File: config.mk
export PLATFORM = sky130hd
export DESIGN_NAME = reset_source_control
export DESIGN_NICKNAME = d
export VERILOG_FILES = /design/src/rst_src_pkg.sv /design/src/reset_source_control.sv /design/src/rst_release_timer.sv
export SDC_FILE = /design/constraint.sdc
export NUM_CORES = 1
export LEC_CHECK = 0
export ABC_AREA = 1
export BUFFER_PORTS_ARGS = -buffer_cell sky130_fd_sc_hd__buf_2
export CORE_ASPECT_RATIO = 0.7
export CORE_UTILIZATION = 55
export CTS_CLUSTER_SIZE = 20
export DETAILED_ROUTE_END_ITERATION = 12
export GPL_ROUTABILITY_DRIVEN = 0
export PLACE_DENSITY = 0.69
export SETUP_SLACK_MARGIN = 0.02
export SLEW_MARGIN = 20
export SYNTH_ARGS = -nofsm -noshare
export SYNTH_HDL_FRONTEND = slang
export SYNTH_HIERARCHICAL = 1
export SYNTH_SLANG_ARGS = --single-unit
export TNS_END_PERCENT = 20
File: constraint.sdc
create_clock -name clk_sys -period 6 [get_ports clk_sys]
set_input_delay 1.2 -clock clk_sys [delete_from_list [all_inputs] [get_ports clk_sys]]
set_output_delay 1.2 -clock clk_sys [all_outputs]
set_load 0.005 [all_outputs]
File: src/rst_src_pkg.sv
// Function
// - Low external reset pin aborts processing and holds chip in reset at once
// - Power-on reset generated when pin is high while supply is applied
// - Power-on reset released only after supply above threshold and hold time
// - Supply at or below threshold with pin high re-enters power-on reset
// - Power-on reset sets the cold power-up flag to 1
// - Pin reset clears the cold power-up flag to 0
// - Independent watchdog underflow or refresh error is a reset source
// - Main watchdog underflow or refresh error is a reset source
// - Three voltage monitors each reset when supply drops below their threshold
// - SRAM parity error and SRAM ECC error each raise their own reset
// - Bus-master protection error resets; variant one adds bus-slave and stack errors
// - Variant two replaces those with security and cache parity error resets
// - Interrupt cancelling deep standby raises deep standby reset
// - Fourteen causes including software request all drive one internal reset
// - Writing key 0xA501 requests software reset and sets its flag
// - Independent watchdog underflow resets or raises NMI; reset sets its flag
// - Voltage monitor reset sets the matching channel flag
// - Deep standby reset sets the deep standby flag
package rst_src_pkg;
  localparam int unsigned CLK_HZ = 40_000_000;
  localparam int unsigned CAUSE_N = 14;
  // Cause indices
  localparam int unsigned C_PIN = 0;
  localparam int unsigned C_POR = 1;
  localparam int unsigned C_INDEP_WD = 2;
  localparam int unsigned C_WDT = 3;
  localparam int unsigned C_LVD0 = 4;
  localparam int unsigned C_SRAMP = 7;
  localparam int unsigned C_SRAME = 8;
  localparam int unsigned C_BMPU = 9;
  localparam int unsigned C_VAR0 = 10;
  localparam int unsigned C_VAR1 = 11;
  localparam int unsigned C_DSBY = 12;
  localparam int unsigned C_SW = 13;
  // Software reset key
  localparam logic [15:0] SW_KEY = 16'hA501;
  // Release delays, in microseconds and cycles
  localparam int unsigned HOLD_US = 320;
  localparam int unsigned HOLD_CYC = HOLD_US * (CLK_HZ / 1_000_000);
  localparam int unsigned DSBY_CYC = 35;
  localparam int unsigned POR_HOLD_US = 1000;
  localparam int unsigned POR_HOLD_CYC = POR_HOLD_US * (CLK_HZ / 1_000_000);
  localparam logic [7:0] CAUSE0_RST = 8'h01; // Cold flag set at power-on
  localparam logic [7:0] CAUSE1_RST = 8'h00;
  // Register 0 bit positions
  localparam int unsigned R0_COLD = 0;
  localparam int unsigned R0_LVD0 = 1;
  localparam int unsigned R0_DSBY = 7;
  // Register 1 bit positions
  localparam int unsigned R1_INDEP_WD = 0;
  localparam int unsigned R1_WDT = 1;
  localparam int unsigned R1_SW = 2;
  localparam int unsigned R1_ERR = 3;
endpackage : rst_src_pkg
File: src/reset_source_control.sv
`timescale 1ns/1ps
// Collects reset causes, stretches them, keeps cause flags
module reset_source_control
  import rst_src_pkg::*;
#(
  parameter bit VARIANT_B = 1'b0,
  parameter int unsigned POR_HOLD = POR_HOLD_CYC,
  parameter int unsigned HOLD = HOLD_CYC
) (
  input wire logic clk_sys,
  input wire logic rst_n,
  input wire logic clk_en,
  input wire logic ext_rst_pin_n,
  input wire logic supply_above_por,
  input wire logic independent_watchdog_event,
  input wire logic independent_watchdog_nmi_sel,
  input wire logic wdt_event,
  input wire logic [2:0] supply_below_mon,
  input wire logic [2:0] mon_reset_en,
  input wire logic sram_parity_err,
  input wire logic sram_ecc_err,
  input wire logic bus_master_mpu_err,
  input wire logic var_err_a,
  input wire logic var_err_b,
  input wire logic deep_standby_wake,
  input wire logic soft_reset_wr,
  input wire logic [15:0] soft_reset_trigger_reg,
  input wire logic cold_flag_set_wr,
  output logic internal_rst_n,
  output logic independent_watchdog_nmi,
  output logic [7:0] reset_cause_reg0,
  output logic [7:0] reset_cause_reg1,
  output logic [CAUSE_N-1:0] cause_active
);
  // Elaboration check on the hold counts
  if (POR_HOLD < 1 || HOLD < 1) begin : g_bad_hold
    $error("Hold counts must be at least 1");
  end
  // Input synchronisers, two stages each
  logic [10:0] sy1_q;
  logic [10:0] sy2_q;
  logic [10:0] raw_in;
  assign raw_in = {var_err_b, var_err_a, bus_master_mpu_err, sram_ecc_err, sram_parity_err,
                   supply_below_mon, wdt_event, independent_watchdog_event, supply_above_por};
  always_ff @(posedge clk_sys or negedge rst_n) begin
    if (!rst_n) begin
      sy1_q <= '0;
      sy2_q <= '0;
    end else if (clk_en) begin
      sy1_q <= raw_in;
      sy2_q <= sy1_q;
    end
  end
  logic pin_s1_q;
  logic pin_s2_q;
  // Pin synchroniser resets to the asserted level
  always_ff @(posedge clk_sys or negedge rst_n) begin
    if (!rst_n) begin
      pin_s1_q <= 1'b0;
      pin_s2_q <= 1'b0;
    end else if (clk_en) begin
      pin_s1_q <= ext_rst_pin_n;
      pin_s2_q <= pin_s1_q;
    end
  end
  logic pin_low;
  logic pin_armed_q;
  logic pin_armed_d;
  logic pin_clear;
  logic por_cause;
  logic key_ok;
  logic [2:0] mon_cause;
  assign pin_low = !pin_s2_q;
  // Pin clears the cold flag only once seen released, never from the sync reset value
  assign pin_clear = pin_low && pin_armed_q;
  assign por_cause = !pin_low && !sy2_q[0];
  assign key_ok = soft_reset_wr && (soft_reset_trigger_reg == SW_KEY);
  assign mon_cause = sy2_q[5:3] & mon_reset_en;
  assign independent_watchdog_nmi = sy2_q[1] && independent_watchdog_nmi_sel;
  // Raw cause vector, pin and power-on highest priority for flags
  logic [CAUSE_N-1:0] cause;
  always_comb begin
    cause = '0;
    cause[C_PIN] = pin_low;
    cause[C_POR] = por_cause;
    cause[C_INDEP_WD] = sy2_q[1] && !independent_watchdog_nmi_sel;
    cause[C_WDT] = sy2_q[2];
    cause[C_LVD0 +: 3] = mon_cause;
    cause[C_SRAMP] = sy2_q[6];
    cause[C_SRAME] = sy2_q[7];
    cause[C_BMPU] = sy2_q[8];
    cause[C_VAR0] = sy2_q[9];
    cause[C_VAR1] = sy2_q[10];
    cause[C_DSBY] = deep_standby_wake;
    cause[C_SW] = key_ok;
  end
  assign cause_active = cause;
  // One release timer per cause
  logic [CAUSE_N-1:0] hold;
  genvar gi;
  generate
    for (gi = 0; gi < CAUSE_N; gi++) begin : g_tmr
      localparam int unsigned CY = (gi == C_POR) ? POR_HOLD :
                                   (gi == C_DSBY) ? DSBY_CYC :
                                   (gi == C_PIN) ? 1 : HOLD;
      rst_release_timer #(.CYCLES(CY)) u_tmr (
        .clk_sys(clk_sys),
        .rst_n(rst_n),
        .clk_en(clk_en),
        .cause(cause[gi]),
        .hold(hold[gi])
      );
    end
  endgenerate
  // Pin low drops reset at once, without waiting for sync
  logic any_hold;
  assign any_hold = |hold;
  assign internal_rst_n = ext_rst_pin_n && !any_hold;
  // Cause flags: set wins, kept until power-on, except the cold flag, which pin reset or cold_flag_set_wr clears
  logic [7:0] r0_q;
  logic [7:0] r0_d;
  logic [7:0] r1_q;
  logic [7:0] r1_d;
  always_comb begin
    r0_d = r0_q;
    r1_d = r1_q;
    pin_armed_d = pin_armed_q | pin_s2_q;
    if (cold_flag_set_wr) begin
      r0_d[R0_COLD] = 1'b0;
    end
    if (pin_clear) begin
      r0_d[R0_COLD] = 1'b0;
    end
    if (cause[C_POR]) begin
      r0_d = CAUSE0_RST;
      r1_d = CAUSE1_RST;
    end else begin
      r0_d[R0_LVD0 +: 3] = r0_q[R0_LVD0 +: 3] | mon_cause;
      r0_d[R0_DSBY] = r0_q[R0_DSBY] | cause[C_DSBY];
      r1_d[R1_INDEP_WD] = r1_q[R1_INDEP_WD] | cause[C_INDEP_WD];
      r1_d[R1_WDT] = r1_q[R1_WDT] | cause[C_WDT];
      r1_d[R1_SW] = r1_q[R1_SW] | cause[C_SW];
      r1_d[R1_ERR +: 5] = r1_q[R1_ERR +: 5] | cause[C_SRAMP +: 5];
    end
  end
  always_ff @(posedge clk_sys or negedge rst_n) begin
    if (!rst_n) begin
      r0_q <= CAUSE0_RST;
      r1_q <= CAUSE1_RST;
      pin_armed_q <= 1'b0;
    end else if (clk_en) begin
      r0_q <= r0_d;
      r1_q <= r1_d;
      pin_armed_q <= pin_armed_d;
    end
  end
  assign reset_cause_reg0 = r0_q;
  assign reset_cause_reg1 = r1_q;

  // Cycles since the power-on cause went away, saturating, for the release check
  localparam int unsigned PGW = $clog2(POR_HOLD + 1);
  logic [PGW-1:0] por_gap_q;
  logic [PGW-1:0] por_gap_d;
  always_comb begin
    por_gap_d = por_gap_q;
    if (por_cause) begin
      por_gap_d = '0;
    end else if (por_gap_q != PGW'(POR_HOLD)) begin
      por_gap_d = por_gap_q + PGW'(1);
    end
  end
  always_ff @(posedge clk_sys or negedge rst_n) begin
    if (!rst_n) begin
      por_gap_q <= PGW'(POR_HOLD);
    end else if (clk_en) begin
      por_gap_q <= por_gap_d;
    end
  end
endmodule : reset_source_control

File: src/rst_release_timer.sv
`timescale 1ns/1ps
// Holds a request for a release delay after its cause falls
module rst_release_timer #(
  parameter int unsigned CYCLES = 16
) (
  input wire logic clk_sys,
  input wire logic rst_n,
  input wire logic clk_en,
  input wire logic cause,
  output logic hold
);
  localparam int unsigned W = $clog2(CYCLES + 1);
  // Elaboration check on the delay length
  if (CYCLES < 1) begin : g_bad_cycles
    $error("CYCLES must be at least 1");
  end
  logic [W-1:0] cnt_q;
  logic [W-1:0] cnt_d;
  // Reload while cause stands, count down after
  always_comb begin
    cnt_d = cnt_q;
    if (cause) begin
      cnt_d = W'(CYCLES);
    end else if (cnt_q != '0) begin
      cnt_d = cnt_q - W'(1);
    end
  end
  always_ff @(posedge clk_sys or negedge rst_n) begin
    if (!rst_n) begin
      cnt_q <= '0;
    end else if (clk_en) begin
      cnt_q <= cnt_d;
    end
  end
  assign hold = cause || (cnt_q != '0);
endmodule : rst_release_timer

# Word-level counts from Yosys, hierarchy flattened
# Cells that the tools add are included.
dict set report totals {
  register_bits 215
  input_bits 38
  output_inout_bits 32
  wordCells 145
}
dict set report op_classes {
  addsub 14
  n_eq_ne 1
  n_mux 34
  bitwise 8
  n_reduce_logical 66
}
# op count
set op_table {}
lappend op_table {{14-bit two-way mux} 22}
lappend op_table {{14-bit nonzero test} 11}
lappend op_table {{14-bit by 1-bit subtractor with 14-bit output (second input constant)} 11}
lappend op_table {{16-bit two-way mux} 2}
lappend op_table {{2-bit AND reduction} 14}
lappend op_table {{2-bit nonzero test} 13}
lappend op_table {{16-bit equality test (second input constant)} 1}
lappend op_table {{16-bit nonzero test} 1}
lappend op_table {{16-bit by 1-bit subtractor with 16-bit output (second input constant)} 1}
lappend op_table {{1-bit logical OR} 14}
lappend op_table {{14-bit OR reduction} 1}
lappend op_table {{6-bit two-way mux} 2}
lappend op_table {{8-bit two-way mux} 1}
lappend op_table {{1-bit logical AND} 6}
lappend op_table {{1-bit two-way mux} 6}
lappend op_table {{6-bit nonzero test} 1}
lappend op_table {{6-bit by 1-bit subtractor with 6-bit output (second input constant)} 1}
lappend op_table {{1-bit bitwise OR} 5}
lappend op_table {{5-bit bitwise OR} 1}
lappend op_table {{1-bit zero test} 4}
lappend op_table {{3-bit AND} 1}
lappend op_table {{3-bit two-way mux} 1}
lappend op_table {{3-bit bitwise OR} 1}
lappend op_table {{3-bit nonzero test} 1}
lappend op_table {{1-bit subtractor (second input constant)} 1}

# Depth between registers and ports, before layout
# Gate-level depths: netlist (run 1).
dict set report depth {
  word_depth 6
  ltp_mapped 14
  depth_no_buf 13
}

# Modules after synthesis
# The synthesis (run 1) kept the hierarchy.
# module n_inst cells_per_inst area_each_um2 seq_area_each_um2
set modules_own_cells {}
lappend modules_own_cells {{rst_release_timer at g_tmr[10].u_tmr ...} 11 132 935.9 350.3}
lappend modules_own_cells {reset_source_control 1 217 1781.7 952.2}
lappend modules_own_cells {{rst_release_timer at g_tmr[1].u_tmr} 1 157 1092.3 400.4}
lappend modules_own_cells {{rst_release_timer at g_tmr[12].u_tmr} 1 52 397.9 150.1}
lappend modules_own_cells {{rst_release_timer at g_tmr[0].u_tmr} 1 6 46.3 25.0}

# Worst setup path before layout (run 1)
# OpenSTA, ideal clock, no wires.
dict set report synth_timing {
  path_type {input to output}
  from {input soft_reset_trigger_reg[5]}
  to {output internal_rst_n}
  arrival_time_ns 2.319
  t_required_ns 4.800
  setup_slack_ns 2.481
  stages 13
  n_path_buf 1
  path_cell_list {nor2_1 nand2_1 nor2_1 inv_1 nor3_1 buf_6 nor2_2 nand2_1 nor2_2 nand2_1 nor2_1 nand3_1 nor2_1}
}
dict set report synth_via {
  elab_chain_cells 6
}
# element line_no
set synth_rtl {}
lappend synth_rtl {{start, declared} reset_source_control.sv:27} ;# input wire logic [15:0] soft_reset_trigger_reg,
lappend synth_rtl {{16-bit equality test} reset_source_control.sv:77} ;# assign key_ok = soft_reset_wr && (soft_reset_trigger_reg == SW_KEY);
lappend synth_rtl {{1-bit logical AND} reset_source_control.sv:77}
lappend synth_rtl {{net key_ok} reset_source_control.sv:71} ;# logic key_ok;
lappend synth_rtl {{1-bit logical OR} rst_release_timer.sv:35} ;# assign hold = cause || (cnt_q != '0);
lappend synth_rtl {{net hold[13]} reset_source_control.sv:99} ;# logic [CAUSE_N-1:0] hold;
lappend synth_rtl {{14-bit OR reduction} reset_source_control.sv:117} ;# assign any_hold = |hold;
lappend synth_rtl {{1-bit zero test} reset_source_control.sv:118} ;# assign internal_rst_n = ext_rst_pin_n && !any_hold;
lappend synth_rtl {{1-bit logical AND} reset_source_control.sv:118}
lappend synth_rtl {{end, declared} reset_source_control.sv:29} ;# output logic internal_rst_n,
# The timed path passes the listed nets, and every way through them passes these cells.

# Final worst setup path (run 1)
dict set report layout_timing {
  from {input mon_reset_en[0]}
  to {output internal_rst_n}
}
dict set report layout_via {
  elab_chain_cells 5
}
# element line_no
set layout_rtl {}
lappend layout_rtl {{start, declared} reset_source_control.sv:19} ;# input wire logic [2:0] mon_reset_en,
lappend layout_rtl {{3-bit AND} reset_source_control.sv:78} ;# assign mon_cause = sy2_q[5:3] & mon_reset_en;
lappend layout_rtl {{1-bit logical OR} rst_release_timer.sv:35}
lappend layout_rtl {{net hold[4]} reset_source_control.sv:99}
lappend layout_rtl {{14-bit OR reduction} reset_source_control.sv:117}
lappend layout_rtl {{1-bit zero test} reset_source_control.sv:118}
lappend layout_rtl {{1-bit logical AND} reset_source_control.sv:118}
# The timed path passes the listed nets, and every way through them passes these cells.

==> metrics, run 1 <==
Slew Viols, Final=0; placed inst area=0.01382 mm²; Synth Area in Compound Gates=6.728%; Seq/Total Area, Yosys=39.53%; area grow syn2layout=7.592%; status=completed; Hold Crit Class=register to register; Max Cap Viol=0; final hold vios=0; CP Capture Type=primary output; clk buf depth=3; Simple-Gate Fraction of Synth Area=38.01%; Hold WS=0.4605 ns; initial antenna violation count=0; CP startpoint kind=input port; #FFs+latches synth=215; Max-Slew Margin vs Limit=39.66%; share of layout cells above drive strength 1=13.90%; placed cells=2217; mux cell area share after synthesis=0%; largest area contributor in the netlist=dfrtp_1; Root Buffer=clkbuf_16; Finished Layout Cells=2260; Unique masters post-synth=38; Avg WL per Cell=12.42 µm; vias per std cell=5.020; number of synthesized flops with an enable pin=0; Final Power=6.687 mW; cell area power density=456.6 mW/mm²; via count=11345; Synth Area in XOR/XNOR=3.796%; Worst Path Class, Setup=input port to primary output; largest family of logic cells by synthesized area=simple AND/OR/NAND/NOR gates; Worst Skew=0.007659 ns; Yosys top cell area share=39.34%; vias in the first global route=10273; f_max=232.3 MHz; Reg clk slew, reported paths=0.06 ns; I/O pin cnt=70; IO Port Bufs=66; Final Setup Violations=0; die area=0.02539 mm²; Cell Area, Synth=0.01361 mm²; Synth Warn #=6; clk_lat worst skew=0.52 ns; Antenna diodes=0; Tcrit/Tclk final=71.75%; Max IR drop VDD=0.2828 mV; H-tree Lvls=1; Slew @ Worst Pin=0.9051 ns; first-pass GRT wire length=48950 µm; Hold Buf Count CTS=0; Post-CTS Resized=0; number of buffers created by CTS=24; Rows=47; CP Max Fanout=9; DRT iter0 DRCs=689; DRT antenna net count=0; TNS Setup=0 ns; clk sinks=215; Overflow after GRT=0; commonest non-fill, non-tap cell in the layout=nand2_1; Final Cell Area=0.01465 mm²; WP data required=4.80 ns; Core ar.=0.02393 mm²; average size of a mapped cell=7.226 µm²; Filler cells=2180; hpwl dp=19840 µm; crit path DAT=3.10 ns; WL final=28060 µm; Die H=133.6 µm; fin nets=1977; most frequent cells in the layout=nand2_1, nor2_1, inv_1, dfrtp_1, nand3_1; largest net degree at the start of global routing=118; TritonCTS clock tree=yes; setup bufs post-CTS=0; TritonRoute pass-1 iters=5; Post-Synth Adder-Cell Area=1.287%; DRC=0; Die Wd=190.0 µm; min cycle time layout=4.305 ns; synth top area cells=dfrtp_1, nand2_1, nor2_1; RSZ-0062 raised after global routing=no; Synth Instances=1884; Top FF cell, synth=dfrtp_1; async set or reset register ratio after synthesis=100.0%; Initial Util=56.88%; Global Route Usage Sum=23.08%; Pleak=7.764 nW
synthesized netlist by cell type (16+ instances only):
library cell	number
o21ai_1	44
nand2_2	24
o21ai_0	16
xor2_1	48
inv_1	219
nor2_4	23
or2_2	22
nand3_1	181
dfrtp_1	214
o21ai_2	35
buf_6	36
nand2_1	605
nor2_1	249
nand4_1	37
nor2_2	25
critical path, cell delays in order:
cell and delay, ns:
buf_2 0.10, nand2_1 0.14, inv_1 0.17, nor2_2 0.11, nand2_1 0.08, nor2_2 0.18
nand2_1 0.12, nor4_1 0.58, nand2_1 0.10, nor2_1 0.18, buf_2 0.14
path summary, 6_finish.rpt:
check | from | to | slack (ns) | depth (start not counted)
worst max-delay path | mon_reset_en[0] | internal_rst_n | 1.70 | 11
worst min-delay path | pin_armed_q | pin_armed_q | 0.46 | 2
worst max register to register | pin_s2_q | g_tmr[1].u_tmr/cnt_q[6] | 3.75 | 10
worst min register to register | pin_armed_q | pin_armed_q | 0.46 | 2
max in group asynchronous | rst_n | g_tmr[8].u_tmr/cnt_q[11] | 4.06 | 2
min in group asynchronous | rst_n | g_tmr[10].u_tmr/cnt_q[3] | 0.75 | 1
power breakdown:
part | switching, mW | internal [mW] | total, mW | leakage (nW)
Combinational | 1.70 | 1.04 | 2.73 | 4.68
Clock | 0.602 | 0.926 | 1.53 | 0.400
Sequential | 0.507 | 1.92 | 2.42 | 2.69
Total | 2.81 | 3.88 | 6.69 | 7.76
metal layers:
layer	share of wire, %	wire length, µm	vias up	global-route usage (%)
met5	0	0	-	0
met4	1.3	352	0	4.435
met3	3.3	937	21	2.476
met2	43	11970	182	35.12
met1	53	14800	5213	35.48
li1	-	-	5929	-
sequential cells by signal (all words and copies together) (netlist names):
register	count
sy1_q	11
pin_armed_q	1
sy2_q	11
reset_cause_reg1	8
reset_cause_reg0	5
pin_s1_q	1
pin_s2_q	1
g_tmr.u_tmr/cnt_q	177
area by class of cell:
| class | count | area [µm²] | area share [%] |
|---|---|---|---|
| sequential | 215 | 5381 | 36.74 |
| tap | 318 | 397.9 | 2.717 |
| multi-input combinational | 1381 | 6793 | 46.38 |
| clock inverter | 12 | 146.4 | 0.9995 |
| timing repair buffer | 70 | 372.9 | 2.546 |
| inverter | 233 | 877.1 | 5.988 |
| clock buffer | 31 | 678.2 | 4.630 |
metrics by stage:
step                      utilization, %  setup WS, ns
after CTS                          61.20         1.577
after global placement             57.75         1.563
after detailed placement           57.75         1.573
final                              61.20         1.695
after global routing               61.20         1.421
after floorplan                        -         2.481
logic make-up after synthesis:
kind of cell,Yosys count
AO/OA/AOI/OAI,124
XOR/XNOR,59
adder cells (fa/ha/maj),14
buffers and inverters,290
flip-flops,215
other,1
AND/OR/NAND/NOR,1181
No activity file was read; power rests on OpenSTA's default activity.
==> run 2: changes to the inputs <==
Settings changed: PLACE_DENSITY 0.69 to 0.72.
Clock period 6 ns to 3.5 ns, I/O delays scaled along.
==> run 2 against run 1 <==
  * Via count increased by 2.0%
  * Utilization increased by 0.85 points
  * Sequential power increased by 71%
  * Final cell count increased by 0.58%
  * Global-route usage increased by 0.74 points
  * Critical endpoint unchanged
==> metrics, run 2 (synthesis results as in run 1) <==
status=completed; Rows=47; min cycle time layout=3.157 ns; CP Max Fanout=4; Setup WS post-layout=0.3429 ns; most frequent cells in the layout=nand2_1, nor2_1, inv_1, dfrtp_1, nand3_1; Die H=133.6 µm; f_max=316.7 MHz; DRT iter0 DRCs=692; clk buf depth=3; Root Buffer=clkbuf_16; share of layout cells above drive strength 1=14.42%; Core ar.=0.02393 mm²; clk sinks=215; IO Port Bufs=66; initial antenna violation count=0; area grow syn2layout=9.090%; CP startpoint kind=register; H-tree Lvls=1; Initial Util=56.88%; biggest regs=g_tmr.u_tmr/cnt_q x177, sy1_q x11, sy2_q x11; CP Capture Type=primary output; first-pass GRT wire length=50310 µm; via count=11574; vias in the first global route=10711; Largest Register=g_tmr.u_tmr/cnt_q; vias per std cell=5.092; Place WS=0.5632 ns; TritonRoute pass-1 iters=6; Slew Viols, Final=0; largest net degree at the start of global routing=68; final hold vios=0; max reg flops=177; CP cell instances=inv_1, ha_1, nand2_2, nor2_4, nand2_1, nor4_1, nand3_1, nor2_1, buf_2; clk_lat worst skew=0.55 ns; Pleak=7.879 nW; cell area power density=792.4 mW/mm²; hpwl dp=20910 µm; WP data required=2.80 ns; Reg clk slew, reported paths=0.06 ns; die area=0.02539 mm²; Max IR drop VDD=0.4873 mV; Overflow after GRT=0; WL final=29070 µm; Antenna diodes=0; TNS Setup=0 ns; Slew @ Worst Pin=0.5192 ns; I/O pin cnt=70; Global Route Usage Sum=23.82%; Avg WL per Cell=12.79 µm; DRC=0; RSZ-0062 raised after global routing=no; Hold Crit Class=input port to asynchronous set/reset pin; Max Cap Viol=0; Worst Skew=0.02962 ns; TritonCTS clock tree=yes; crit path DAT=2.46 ns; Filler cells=2134; DRT antenna net count=0; Hold Buf Count CTS=0; Max-Slew Margin vs Limit=65.38%; fin nets=1990; number of buffers created by CTS=24; commonest non-fill, non-tap cell in the layout=nand2_1; CP max-delay cell=dfrtp_1; Critical Path Max Stage Delay=0.36 ns; Die Wd=190.0 µm; Worst Path Class, Setup=register to primary output; Final Setup Violations=0; Tcrit/Tclk final=90.20%
[run 2: cell count changes in the layout (fill, tap and decap cells not counted), sizes merged]
cell,before,now
clkinv,6,5
clkinvlp,3,0
buf,70,83
bufinv,3,7
[run 2: metrics by stage]
stage          utilization (%)  area, µm²  hold slack [ns]  std cells  total power, mW
4_1_cts                  61.98      14840           0.1211       2271            11.84
3_5_place_dp             58.25      13940           0.4469       2228            8.888
3_3_place_gp             58.25      13940           0.4434       2228            8.713
2_1_floorplan                -      13620           0.4044       1886            7.962
6_report                 62.05      14850           0.1097       2273            11.77
5_1_grt                  62.05      14850           0.1488       2273            12.77
[run 2: layer usage]
layer	vias up	GRT usage [%]	share of wire (%)
met5	-	0	0
li1	5949	-	-
met4	0	4.973	1.5
met3	32	3.583	4.6
met2	234	37.47	44
met1	5359	34.76	50
[run 2: area by class of cell]
type / count / area [µm²] / area share [%]
timing repair buffer: 83 / 508.0 / 3.421
inverter: 233 / 877.1 / 5.906
tap: 318 / 397.9 / 2.679
clock buffer: 31 / 646.9 / 4.356
clock inverter: 12 / 246.5 / 1.660
multi-input combinational: 1381 / 6793 / 45.74
sequential: 215 / 5381 / 36.24
[run 2: critical path: cells and delay by family, from the launching register on]
kind / cells / cell delay, ns
AND/OR/NAND/NOR: 6 / 1.07
adder cells (fa/ha/maj): 1 / 0.24
flip-flops: 1 / 0.36
buffers and inverters: 2 / 0.25
[run 2: timing repair]
item	4_1_cts	5_1_grt
hold endpoints to repair	0	0
gates resized for setup	0	1
setup endpoints to repair	0	1
setup buffers	0	2
[run 2: path summary, 6_finish.rpt]
kind,slack (ns),end,cells after the start,from
worst max-delay path,0.34,internal_rst_n,9,g_tmr[8].u_tmr/cnt_q[0]
worst min-delay path,0.11,g_tmr[9].u_tmr/cnt_q[3],1,rst_n
worst max register to register,1.63,g_tmr[1].u_tmr/cnt_q[1],10,pin_s2_q
worst min register to register,0.46,reset_cause_reg0[0],2,reset_cause_reg0[0]
max in group asynchronous,2.57,g_tmr[3].u_tmr/cnt_q[9],2,rst_n
min in group clk_sys,0.36,sy1_q[10],3,var_err_b
[run 2: where the power goes]
group	total [mW]	switching (mW)	leakage (nW)	internal, mW
clock	2.86	1.04	0.438	1.82
combinational	4.76	2.96	4.75	1.80
sequential	4.15	0.858	2.69	3.29
total	11.8	4.86	7.88	6.91
